**config.mk**
```make
export PLATFORM = sky130hd
export DESIGN_NAME = aca_cmd_accept
export DESIGN_NICKNAME = d
export VERILOG_FILES = /design/src/design/aca_cmd_accept.v
export VERILOG_INCLUDE_DIRS = /design/src /design/src/design
export SDC_FILE = /design/constraint.sdc
export NUM_CORES = 1
export LEC_CHECK = 0
export ABC_AREA = 1
export BUFFER_PORTS_ARGS = -buffer_cell sky130_fd_sc_hd__buf_2
export CORE_MARGIN = 4
export CORE_UTILIZATION = 57
export DETAILED_ROUTE_END_ITERATION = 6
export PLACE_DENSITY = 0.78
export SYNTH_ARGS = -nofsm -noshare
export SYNTH_HDL_FRONTEND = slang
export SYNTH_SLANG_ARGS = --single-unit
```
**constraint.sdc**
```tcl
create_clock -name clk_i -period 7.98 [get_ports clk_i]
set_input_delay 0.399 -clock clk_i [delete_from_list [all_inputs] [get_ports clk_i]]
set_output_delay 0.399 -clock clk_i [all_outputs]
set_load 0.02 [all_outputs]
```
**src/design/aca_defines.vh**
```
`ifndef ACA_DEFINES_VH
`define ACA_DEFINES_VH

// Register byte offsets on the AXI4-Lite slave
`define ACA_OFF_FEATURES 6'h00
`define ACA_OFF_SEC_COUNT 6'h04
`define ACA_OFF_SEC_NUM 6'h08
`define ACA_OFF_CYL_LO 6'h0c
`define ACA_OFF_CYL_HI 6'h10
`define ACA_OFF_DRIVE_HEAD 6'h14
`define ACA_OFF_COMMAND 6'h18
`define ACA_OFF_STATUS 6'h1c
`define ACA_OFF_ALT_STATUS 6'h20
`define ACA_OFF_CONTROL 6'h24
`define ACA_OFF_DECODE 6'h28

// Drive/head register fields
`define ACA_DH_LBA 6
`define ACA_DH_DRV 4
`define ACA_DH_RESET 8'ha0

// Parameter-use mask bit positions, then the drive-select-only and full masks
`define ACA_PM_FR 0
`define ACA_PM_SC 1
`define ACA_PM_SN 2
`define ACA_PM_CY 3
`define ACA_PM_DRV 4
`define ACA_PM_DHF 5
`define ACA_PM_LBA 6
`define ACA_PM_D 7'h10
`define ACA_PM_FULL 7'h6e

// Acceptance classes
`define ACA_CLASS1 2'h1
`define ACA_CLASS2 2'h2
`define ACA_CLASS3 2'h3

// Command handling kinds
`define ACA_K_NONE 3'h0
`define ACA_K_POWER 3'h1
`define ACA_K_MEDIA 3'h2
`define ACA_K_DIN 3'h3
`define ACA_K_DOUT 3'h4

// Power query answers
`define ACA_PWR_STANDBY 8'h00
`define ACA_PWR_IDLE 8'hff

// Timing, as printed, and the clock rate
`define ACA_CLK_MHZ 100
`define ACA_T_BSY_NS 400
`define ACA_T_DRQ2_US 700
`define ACA_T_DRQ3_MS 20
`define ACA_BSY_MAX_CYC (`ACA_T_BSY_NS * `ACA_CLK_MHZ / 1000)
`define ACA_DRQ2_MAX_CYC (`ACA_T_DRQ2_US * `ACA_CLK_MHZ)
`define ACA_DRQ3_MAX_CYC (`ACA_T_DRQ3_MS * 1000 * `ACA_CLK_MHZ)

// AXI responses
`define ACA_RESP_OKAY 2'h0
`define ACA_RESP_SLVERR 2'h2

`endif

```
**src/design/aca_cmd_accept.v**
```verilog
`include "aca_defines.vh"
`default_nettype none

// Summary of operation
// - Class one sets busy within 400 ns
// - Class two: busy, DRQ by 700 us, busy off
// - Class three: busy, DRQ by 20 ms, busy off
// - Legacy commands and code 00h complete with no data; standby and idle codes move the power state
// - Read and verify commands decode as class one
// - Single writes, DMA, buffer, format are class two
// - Multiple and verified writes are class three
// - Security commands F1h-F6h use drive select only
// - Geometry, block count, features setup parameter use
// - Native max read; max address set with LBA
// - Diagnostic, identify, flush use drive select only
// - Drive-select-only commands ignore the head bits
// - Full drive/head commands use head bits too
// - Power query in standby returns count 00h
// - Power query in idle returns count FFh
// - Pre-erase moves no data, may write-fault
// - Pre-erase count and start address from registers
// - DRQ marks data phase, cleared at transfer end or by next command
// - LBA bit selects CHS or logical block addressing
module aca_cmd_accept #(
    parameter integer DRQ2_MAX_CYC = `ACA_DRQ2_MAX_CYC,
    parameter integer DRQ3_MAX_CYC = `ACA_DRQ3_MAX_CYC
) (
    input wire clk_i,
    input wire rst_n_i,
    input wire [5:0] s_axi_awaddr_i,
    input wire s_axi_awvalid_i,
    output wire s_axi_awready_o,
    input wire [31:0] s_axi_wdata_i,
    input wire [3:0] s_axi_wstrb_i,
    input wire s_axi_wvalid_i,
    output wire s_axi_wready_o,
    output wire [1:0] s_axi_bresp_o,
    output wire s_axi_bvalid_o,
    input wire s_axi_bready_i,
    input wire [5:0] s_axi_araddr_i,
    input wire s_axi_arvalid_i,
    output wire s_axi_arready_o,
    output wire [31:0] s_axi_rdata_o,
    output wire [1:0] s_axi_rresp_o,
    output wire s_axi_rvalid_o,
    input wire s_axi_rready_i,
    input wire buf_ready_i,
    input wire xfer_done_i,
    input wire media_done_i,
    input wire media_fault_i,
    output wire busy_o,
    output wire drq_o,
    output wire intrq_o,
    output wire op_start_o,
    output wire [7:0] op_code_o,
    output wire [1:0] op_class_o,
    output wire erase_o,
    output wire lba_mode_o,
    output wire drive_sel_o,
    output wire [27:0] start_addr_o,
    output wire [7:0] xfer_count_o,
    output wire [7:0] feature_o
);

    localparam [2:0] ST_IDLE = 3'h0;
    localparam [2:0] ST_DEC = 3'h1;
    localparam [2:0] ST_PREP = 3'h2;
    localparam [2:0] ST_HAND = 3'h3;
    localparam [2:0] ST_XFER = 3'h4;
    localparam [2:0] ST_MEDIA = 3'h5;

    // Decode: {valid, class, kind, parameter mask}
    function [12:0] decode;
        input [7:0] c;
        begin
            casez (c)
                8'he5, 8'h98: decode = {1'b1, `ACA_CLASS1, `ACA_K_POWER, `ACA_PM_D};
                8'hc0: decode = {1'b1, `ACA_CLASS1, `ACA_K_MEDIA, `ACA_PM_FULL};
                8'h90, 8'he7: decode = {1'b1, `ACA_CLASS1, `ACA_K_MEDIA, `ACA_PM_D};
                8'hec, 8'he4: decode = {1'b1, `ACA_CLASS1, `ACA_K_DIN, `ACA_PM_D};
                8'h20, 8'h21, 8'hc4, 8'hc8, 8'h87:
                    decode = {1'b1, `ACA_CLASS1, `ACA_K_DIN, `ACA_PM_FULL};
                8'h40, 8'h41: decode = {1'b1, `ACA_CLASS1, `ACA_K_MEDIA, `ACA_PM_FULL};
                8'h30, 8'h31, 8'h38, 8'hca:
                    decode = {1'b1, `ACA_CLASS2, `ACA_K_DOUT, `ACA_PM_FULL};
                8'h50: decode = {1'b1, `ACA_CLASS2, `ACA_K_DOUT, 7'h6a};
                8'he8: decode = {1'b1, `ACA_CLASS2, `ACA_K_DOUT, `ACA_PM_D};
                8'hc5, 8'hcd, 8'h3c:
                    decode = {1'b1, `ACA_CLASS3, `ACA_K_DOUT, `ACA_PM_FULL};
                8'hf1, 8'hf2, 8'hf3, 8'hf4, 8'hf5, 8'hf6, 8'hf8:
                    decode = {1'b1, `ACA_CLASS1, `ACA_K_NONE, `ACA_PM_D};
                8'hf9: decode = {1'b1, `ACA_CLASS1, `ACA_K_NONE, `ACA_PM_FULL};
                8'h91: decode = {1'b1, `ACA_CLASS1, `ACA_K_NONE, 7'h22};
                8'hc6, 8'he3, 8'h97: decode = {1'b1, `ACA_CLASS1, `ACA_K_NONE, 7'h12};
                8'hef: decode = {1'b1, `ACA_CLASS1, `ACA_K_NONE, 7'h11};
                8'hb0: decode = {1'b1, `ACA_CLASS1, `ACA_K_NONE, 7'h1b};
                8'h7?: decode = {1'b1, `ACA_CLASS1, `ACA_K_NONE, 7'h6c};
                // Legacy codes are accepted and finish; the standby and idle codes among them move the power state
                8'h00, 8'h03, 8'h1?, 8'he1, 8'h95, 8'he2, 8'h96, 8'he0, 8'h94, 8'he6, 8'h99:
                    decode = {1'b1, `ACA_CLASS1, `ACA_K_NONE, `ACA_PM_D};
                default: decode = 13'h0000; // Unsupported code
            endcase
        end
    endfunction

    // Reset synchroniser; only the second stage is used
    reg rst_s1_q;
    reg rst_n_q;
    always @(posedge clk_i or negedge rst_n_i) begin
        if (!rst_n_i) begin
            rst_s1_q <= 1'b0;
            rst_n_q <= 1'b0;
        end else begin
            rst_s1_q <= 1'b1;
            rst_n_q <= rst_s1_q;
        end
    end

    // Bus slave state
    reg awready_q;
    reg wready_q;
    reg aw_held_q;
    reg w_held_q;
    reg [5:0] aw_addr_q;
    reg [31:0] w_data_q;
    reg w_strb0_q;
    reg bvalid_q;
    reg [1:0] bresp_q;
    reg arready_q;
    reg rvalid_q;
    reg [31:0] rdata_q;
    reg [1:0] rresp_q;

    // Task file and core state
    reg [7:0] features_reg_q;
    reg [7:0] sector_count_reg_q;
    reg [7:0] sec_num_q;
    reg [7:0] cyl_lo_q;
    reg [7:0] cyl_hi_q;
    reg [7:0] drive_head_reg_q;
    reg [7:0] cmd_q;
    reg [2:0] state_q;
    reg busy_q;
    reg drq_q;
    reg err_q;
    reg dwf_q;
    reg intrq_q;
    reg standby_q;
    reg [31:0] prep_cnt_q;
    reg [31:0] prep_lim_q;
    reg op_start_q;
    reg [7:0] op_code_q;
    reg [1:0] op_class_q;
    reg erase_q;
    reg lba_mode_q;
    reg drive_sel_q;
    reg [27:0] start_addr_q;
    reg [7:0] xfer_count_q;
    reg [7:0] feature_q;

    wire do_wr = aw_held_q && w_held_q && !bvalid_q;
    wire wb = do_wr && w_strb0_q;
    wire ar_hs = s_axi_arvalid_i && arready_q;
    wire [12:0] dec = decode(cmd_q);
    wire [6:0] pm = dec[6:0];
    wire [7:0] status = {busy_q, 1'b1, dwf_q, !busy_q, drq_q, 2'b00, err_q};
    wire wr_mapped = (aw_addr_q[1:0] == 2'b00) && (aw_addr_q <= `ACA_OFF_DECODE);

    // Read data mux; reserved bits above the byte read zero
    reg [31:0] rd_mux;
    reg rd_ok;
    always @* begin
        rd_ok = 1'b1;
        case (s_axi_araddr_i)
            `ACA_OFF_FEATURES: rd_mux = {24'h000000, features_reg_q};
            `ACA_OFF_SEC_COUNT: rd_mux = {24'h000000, sector_count_reg_q};
            `ACA_OFF_SEC_NUM: rd_mux = {24'h000000, sec_num_q};
            `ACA_OFF_CYL_LO: rd_mux = {24'h000000, cyl_lo_q};
            `ACA_OFF_CYL_HI: rd_mux = {24'h000000, cyl_hi_q};
            `ACA_OFF_DRIVE_HEAD: rd_mux = {24'h000000, drive_head_reg_q};
            `ACA_OFF_COMMAND: rd_mux = {24'h000000, cmd_q};
            `ACA_OFF_STATUS, `ACA_OFF_ALT_STATUS: rd_mux = {24'h000000, status};
            `ACA_OFF_CONTROL: rd_mux = {31'h00000000, standby_q};
            `ACA_OFF_DECODE: rd_mux = {24'h000000, intrq_q, lba_mode_q, op_class_q, 1'b0, state_q};
            default: begin
                rd_mux = 32'h00000000;
                rd_ok = 1'b0;
            end
        endcase
    end

    // AXI4-Lite handshakes: one write and one read in flight at most
    always @(posedge clk_i or negedge rst_n_q) begin
        if (!rst_n_q) begin
            awready_q <= 1'b0;
            wready_q <= 1'b0;
            aw_held_q <= 1'b0;
            w_held_q <= 1'b0;
            aw_addr_q <= 6'h00;
            w_data_q <= 32'h00000000;
            w_strb0_q <= 1'b0;
            bvalid_q <= 1'b0;
            bresp_q <= `ACA_RESP_OKAY;
            arready_q <= 1'b0;
            rvalid_q <= 1'b0;
            rdata_q <= 32'h00000000;
            rresp_q <= `ACA_RESP_OKAY;
        end else begin
            // Address and data are held separately and taken in either order
            if (s_axi_awvalid_i && awready_q) begin
                aw_held_q <= 1'b1;
                aw_addr_q <= s_axi_awaddr_i;
                awready_q <= 1'b0;
            end else if (!aw_held_q && !bvalid_q) begin
                awready_q <= 1'b1;
            end
            if (s_axi_wvalid_i && wready_q) begin
                w_held_q <= 1'b1;
                w_data_q <= s_axi_wdata_i;
                w_strb0_q <= s_axi_wstrb_i[0];
                wready_q <= 1'b0;
            end else if (!w_held_q && !bvalid_q) begin
                wready_q <= 1'b1;
            end
            if (do_wr) begin
                aw_held_q <= 1'b0;
                w_held_q <= 1'b0;
                bvalid_q <= 1'b1;
                bresp_q <= wr_mapped ? `ACA_RESP_OKAY : `ACA_RESP_SLVERR;
            end else if (bvalid_q && s_axi_bready_i) begin
                bvalid_q <= 1'b0;
            end
            // Read data is captured at the address handshake
            if (ar_hs) begin
                arready_q <= 1'b0;
                rvalid_q <= 1'b1;
                rdata_q <= rd_mux;
                rresp_q <= rd_ok ? `ACA_RESP_OKAY : `ACA_RESP_SLVERR;
            end else if (rvalid_q && s_axi_rready_i) begin
                rvalid_q <= 1'b0;
                arready_q <= 1'b1;
            end else if (!rvalid_q) begin
                arready_q <= 1'b1;
            end
        end
    end

    // Command acceptance engine and task file
    always @(posedge clk_i or negedge rst_n_q) begin
        if (!rst_n_q) begin
            features_reg_q <= 8'h00;
            sector_count_reg_q <= 8'h00;
            sec_num_q <= 8'h00;
            cyl_lo_q <= 8'h00;
            cyl_hi_q <= 8'h00;
            drive_head_reg_q <= `ACA_DH_RESET;
            cmd_q <= 8'h00;
            state_q <= ST_IDLE;
            busy_q <= 1'b0;
            drq_q <= 1'b0;
            err_q <= 1'b0;
            dwf_q <= 1'b0;
            intrq_q <= 1'b0;
            standby_q <= 1'b0;
            prep_cnt_q <= 32'h00000000;
            prep_lim_q <= 32'h00000000;
            op_start_q <= 1'b0;
            op_code_q <= 8'h00;
            op_class_q <= 2'h0;
            erase_q <= 1'b0;
            lba_mode_q <= 1'b0;
            drive_sel_q <= 1'b0;
            start_addr_q <= 28'h0000000;
            xfer_count_q <= 8'h00;
            feature_q <= 8'h00;
        end else begin
            op_start_q <= 1'b0;
            erase_q <= 1'b0;
            // Reading the primary status drops the interrupt; a later set wins
            if (ar_hs && s_axi_araddr_i == `ACA_OFF_STATUS) begin
                intrq_q <= 1'b0;
            end
            if (wb && aw_addr_q == `ACA_OFF_CONTROL) begin
                standby_q <= w_data_q[0];
            end
            // Task file is locked to the host while busy
            if (wb && !busy_q) begin
                case (aw_addr_q)
                    `ACA_OFF_FEATURES: features_reg_q <= w_data_q[7:0];
                    `ACA_OFF_SEC_COUNT: sector_count_reg_q <= w_data_q[7:0];
                    `ACA_OFF_SEC_NUM: sec_num_q <= w_data_q[7:0];
                    `ACA_OFF_CYL_LO: cyl_lo_q <= w_data_q[7:0];
                    `ACA_OFF_CYL_HI: cyl_hi_q <= w_data_q[7:0];
                    `ACA_OFF_DRIVE_HEAD: drive_head_reg_q <= w_data_q[7:0];
                    `ACA_OFF_COMMAND: begin
                        // Busy rises on the same edge that the code lands in the command register
                        cmd_q <= w_data_q[7:0];
                        busy_q <= 1'b1;
                        drq_q <= 1'b0;
                        err_q <= 1'b0;
                        dwf_q <= 1'b0;
                        intrq_q <= 1'b0;
                        state_q <= ST_DEC;
                    end
                    default: begin
                    end
                endcase
            end
            case (state_q)
                ST_IDLE: begin
                end
                ST_DEC: begin
                    if (!dec[12]) begin
                        err_q <= 1'b1;
                        busy_q <= 1'b0;
                        intrq_q <= 1'b1;
                        state_q <= ST_IDLE;
                    end else begin
                        // Unused parameters except drive select are forced to zero for the back end
                        op_start_q <= 1'b1;
                        op_code_q <= cmd_q;
                        op_class_q <= dec[11:10];
                        drive_sel_q <= drive_head_reg_q[`ACA_DH_DRV];
                        start_addr_q[27:24] <= pm[`ACA_PM_DHF] ? drive_head_reg_q[3:0]
                                                               : 4'h0;
                        lba_mode_q <= pm[`ACA_PM_LBA]
                                      & drive_head_reg_q[`ACA_DH_LBA];
                        start_addr_q[23:8] <= pm[`ACA_PM_CY] ? {cyl_hi_q, cyl_lo_q} : 16'h0000;
                        start_addr_q[7:0] <= pm[`ACA_PM_SN] ? sec_num_q : 8'h00;
                        xfer_count_q <= pm[`ACA_PM_SC] ? sector_count_reg_q : 8'h00;
                        feature_q <= pm[`ACA_PM_FR] ? features_reg_q : 8'h00;
                        prep_cnt_q <= 32'h00000000;
                        prep_lim_q <= (dec[11:10] == `ACA_CLASS3) ? DRQ3_MAX_CYC - 1
                                                                   : DRQ2_MAX_CYC - 1;
                        case (dec[9:7])
                            `ACA_K_POWER: begin
                                sector_count_reg_q <= standby_q ? `ACA_PWR_STANDBY
                                                                : `ACA_PWR_IDLE;
                                busy_q <= 1'b0;
                                intrq_q <= 1'b1;
                                state_q <= ST_IDLE;
                            end
                            `ACA_K_MEDIA: begin
                                erase_q <= (cmd_q == 8'hc0);
                                state_q <= ST_MEDIA;
                            end
                            `ACA_K_DIN, `ACA_K_DOUT: begin
                                state_q <= ST_PREP;
                            end
                            default: begin
                                // Standby and idle commands move the power state
                                if (cmd_q == 8'he0 || cmd_q == 8'h94 || cmd_q == 8'he2 ||
                                    cmd_q == 8'h96 || cmd_q == 8'he6 || cmd_q == 8'h99) begin
                                    standby_q <= 1'b1;
                                end else if (cmd_q == 8'he1 || cmd_q == 8'h95 ||
                                             cmd_q == 8'he3 || cmd_q == 8'h97) begin
                                    standby_q <= 1'b0;
                                end
                                busy_q <= 1'b0;
                                intrq_q <= 1'b1;
                                state_q <= ST_IDLE;
                            end
                        endcase
                    end
                end
                ST_PREP: begin
                    // Deadline forces DRQ even if the buffer is slow
                    prep_cnt_q <= prep_cnt_q + 32'h00000001;
                    if (buf_ready_i || prep_cnt_q >= prep_lim_q) begin
                        drq_q <= 1'b1;
                        state_q <= ST_HAND;
                    end
                end
                ST_HAND: begin
                    busy_q <= 1'b0;
                    state_q <= ST_XFER;
                end
                ST_XFER: begin
                    if (xfer_done_i && !(wb && aw_addr_q == `ACA_OFF_COMMAND)) begin
                        drq_q <= 1'b0;
                        intrq_q <= 1'b1;
                        state_q <= ST_IDLE;
                    end
                end
                ST_MEDIA: begin
                    if (media_done_i) begin
                        dwf_q <= media_fault_i;
                        err_q <= media_fault_i;
                        busy_q <= 1'b0;
                        intrq_q <= 1'b1;
                        state_q <= ST_IDLE;
                    end
                end
                default: state_q <= ST_IDLE;
            endcase
        end
    end

    assign s_axi_awready_o = awready_q;
    assign s_axi_wready_o = wready_q;
    assign s_axi_bresp_o = bresp_q;
    assign s_axi_bvalid_o = bvalid_q;
    assign s_axi_arready_o = arready_q;
    assign s_axi_rdata_o = rdata_q;
    assign s_axi_rresp_o = rresp_q;
    assign s_axi_rvalid_o = rvalid_q;
    assign busy_o = busy_q;
    assign drq_o = drq_q;
    assign intrq_o = intrq_q;
    assign op_start_o = op_start_q;
    assign op_code_o = op_code_q;
    assign op_class_o = op_class_q;
    assign erase_o = erase_q;
    assign lba_mode_o = lba_mode_q;
    assign drive_sel_o = drive_sel_q;
    assign start_addr_o = start_addr_q;
    assign xfer_count_o = xfer_count_q;
    assign feature_o = feature_q;

endmodule // aca_cmd_accept

`default_nettype wire

```
==> impl_metrics.json <==
{
  "outcome": "complete, no violations",
  "worstHoldStart": "s_axi_bready_i",
  "path_buf_inv": 2,
  "fp.dieH_um": 141,
  "tightest_slew_ns": 1.26,
  "globalplace.congestion": 0.958,
  "clk_pin_slew_ns": 0.08,
  "hold_path_end": "s_axi_bvalid_o",
  "grt_pass1_vias": 8537,
  "cp-end-kind": "register",
  "clock_path_buffers": 2,
  "vias": 9225,
  "hold_depth": 2,
  "crit_family": "simple AND/OR/NAND/NOR gates",
  "die_w_um": 141,
  "antenna_found_initial": 0,
  "drive_gt1_share_pct": 13.8,
  "area_growth_pct": 11.4,
  "timing.fmax_mhz": 304,
  "syn_area_per_cell_um2": 7.74,
  "timing.final.crit_share_pct": 41.2,
  "cts_buffers": 17,
  "skew_ns": 0.0135,
  "yosysUniqueCellTypes": 52,
  "synth_most_common_cell": "nand2_1",
  "maxCapViolCount": 0,
  "drt_drc_violations_left": 0,
  "place_hpwl_um": 20500,
  "crit_type": "reg2reg",
  "num_io_pins": 161,
  "p_leak_uw": 0.00585,
  "cpPeakStageDelay_ns": 0.69,
  "cp_cell_sequence": "nor2_4 -> nand2_4 -> nor2_1 -> nor2_1 -> nand2_1 -> nor2_1 -> nand2_1 -> nor2_2 -> nand2_2 -> nand2_4 -> buf_4 -> inv_2 -> nand2_1 -> nand2_1",
  "post-route-util_pct": 64.9,
  "synth_top_cell_area_share_pct": 47.0,
  "track_usage_pct": 28.2,
  "timing.rr.start": "cmd_q[2]",
  "synth-seq-cells": 192,
  "yosysWarnings": 0,
  "cts_root_buffer": "clkbuf_16",
  "via_per_inst": 5.62,
  "core_area_um2": 17400,
  "critPathLaunchType": "register",
  "worstPathMaxFanout": 77,
  "synth_commonest_cells": "397 x nand2_1, 190 x dfrtp_1, 144 x o21ai_0, 118 x inv_1, 106 x nor2_1",
  "wire_per_inst_um": 17.0,
  "tns_ns": 0,
  "synth_area_leaders": "dfrtp_1 47%, nand2_1 15%, o21ai_0 7.1%, nand3_1 5.1%, inv_1 4.4%",
  "ant_nets": 0,
  "timing.hold.ws_ns": 0.126,
  "period_needed_ns": 3.28,
  "worstRegToRegCells": 14,
  "synth_top_flop_cell": "dfrtp_1",
  "yosysSeqAreaShare_pct": 47.5,
  "synthCells": 1307,
  "synth-edff-count": 0,
  "routed_wl_um": 27900,
  "grt_max_degree": 88,
  "finalHoldViolCount": 0,
  "powerDensity_nw_per_um2": 192,
  "cts_max_level": 4,
  "grt_first_pass_wirelength_um": 44700,
  "r2r_slack_ns": 4.70,
  "insertion_delay_ns": 0.44,
  "dr.pass1.iters": 6,
  "ir_drop_uv": 169,
  "fill_cells": 1523,
  "overflow": 0,
  "async_reset_ff_share_pct": 100,
  "std_cell_rows": 48,
  "netlist_area_um2": 10100,
  "fin_nets": 1480,
  "numPortBuffers": 107,
  "relSlewSlack_pct": 15.1,
  "final-setup-viol-count": 0,
  "cts_tree": "done",
  "largest_reg_flops": 32,
  "r2r_end": "prep_lim_q[19]",
  "synth_top_area_cell": "dfrtp_1",
  "fp.dieArea_um2": 19900,
  "top_register": "prep_cnt_q",
  "crit_top_cell": "nand2_1",
  "hp-class": "in2reg",
  "insertedDiodeCount": 0,
  "grt_setup_unrepaired": "false",
  "drv_slew": 0,
  "required_ns": 8.31,
  "cp.arrival_ns": 3.62,
  "start_util_pct": 58.3,
  "cpMaxStageDelayCell": "buf_4",
  "clock_sinks": 192,
  "drt_iter0_markers": 913
}
-- routing by layer --
| layer | GRT usage (%) | wire length (µm) | vias to the layer above |
|---|---|---|---|
| met4 | 8.57 | 706 | 0 |
| met3 | 5.83 | 2230 | 51 |
| met5 | 0 | 0 | - |
| met2 | 45.1 | 13000 | 403 |
| met1 | 39.2 | 11900 | 4350 |
| li1 | - | - | 4421 |
-- per-stage QoR --
| step | power [µW] | worst slack (ns) | cell area (µm²) | instances |
|---|---|---|---|---|
| floorplan | 1250 | 2.24 | 10200 | 1332 |
| global placement | 1340 | 4.75 | 10700 | 1609 |
| detailed placement | 1340 | 4.73 | 10700 | 1609 |
| CTS | 2160 | 4.72 | 11300 | 1642 |
| global route | 2240 | 4.51 | 11300 | 1642 |
| finish | 2160 | 4.70 | 11300 | 1642 |
-- cell type report --
type / instances / area [µm²] / share of cell area, %
clock inverters: 15 / 143 / 1.27
flip-flops and latches: 192 / 4810 / 42.7
multi-input cells: 951 / 4530 / 40.2
clock buffers: 17 / 425 / 3.78
repair buffers: 115 / 598 / 5.31
well taps: 225 / 282 / 2.50
inverters: 127 / 477 / 4.23
-- worst register-to-register path, cell delays in order, from the launching register on --
cell,delay [ns]
dfrtp_1,0.67
nor2_4,0.13
nand2_4,0.14
nor2_1,0.07
nor2_1,0.22
nand2_1,0.08
nor2_1,0.09
nand2_1,0.07
nor2_2,0.14
nand2_2,0.11
nand2_4,0.27
buf_4,0.69
inv_2,0.32
nand2_1,0.12
nand2_1,0.05
-- cells by family after synthesis --
group                      Yosys count  share of synthesized area [%]
and+or+nand+nor                    697                           29.9
AOI/OAI and AO/OA                  206                           11.4
DFF                                192                           47.5
buffers and inverters              189                           8.67
adders and majority gates           17                           2.10
xor gates and xnor gates             4                          0.347
other                                2                         0.0743
-- cells in the final DEF, fill, tap and decap left out, drive strengths merged, types with 2 or more instances in the layout --
cell type,count
xor2,2
a211oi,2
conb,27
dfrtp,190
xnor2,2
buf,114
nand3,114
a21oi,22
a221oi,2
clkinvlp,3
o2111ai,4
nor4,4
nand4,23
inv,133
o221ai,2
nor2,117
or2,7
o211ai,2
o21a,3
o31ai,4
nand3b,5
clkbuf,17
nor3,23
clkinv,6
a31o,2
dfstp,2
o22ai,2
nand2,402
o21ai,149
a22oi,8
ha,17
-- power breakdown --
group / internal (µW) / leakage, µW / total (µW) / switching [µW]
clock: 415 / 0.000274 / 832 / 417
sequential: 1030 / 0.00254 / 1080 / 46.3
combinational: 57.0 / 0.00303 / 251 / 194
total: 1500 / 0.00585 / 2160 / 657
-- worst max-delay path by stage --
stage / cells past startpoint / endpoint / slack (ns) / from
global route: 14 / drive_sel_o / 4.51 / cmd_q[2]
global placement: 14 / drive_sel_o / 4.75 / cmd_q[2]
finish: 14 / prep_lim_q[19] / 4.70 / cmd_q[2]
detailed placement: 14 / drive_sel_o / 4.73 / cmd_q[2]
CTS: 14 / drive_sel_o / 4.72 / cmd_q[2]
floorplan: 0 / aw_addr_q[0] / 2.24 / rst_n_q
-- repair_timing --
item | CTS | global route
hold buffers | 1 | 0
endpoints found under the hold margin | 2 | 0
buffers inserted | 0 | 0
gates resized for setup | 0 | 0
(Power assumes the default switching activity.)
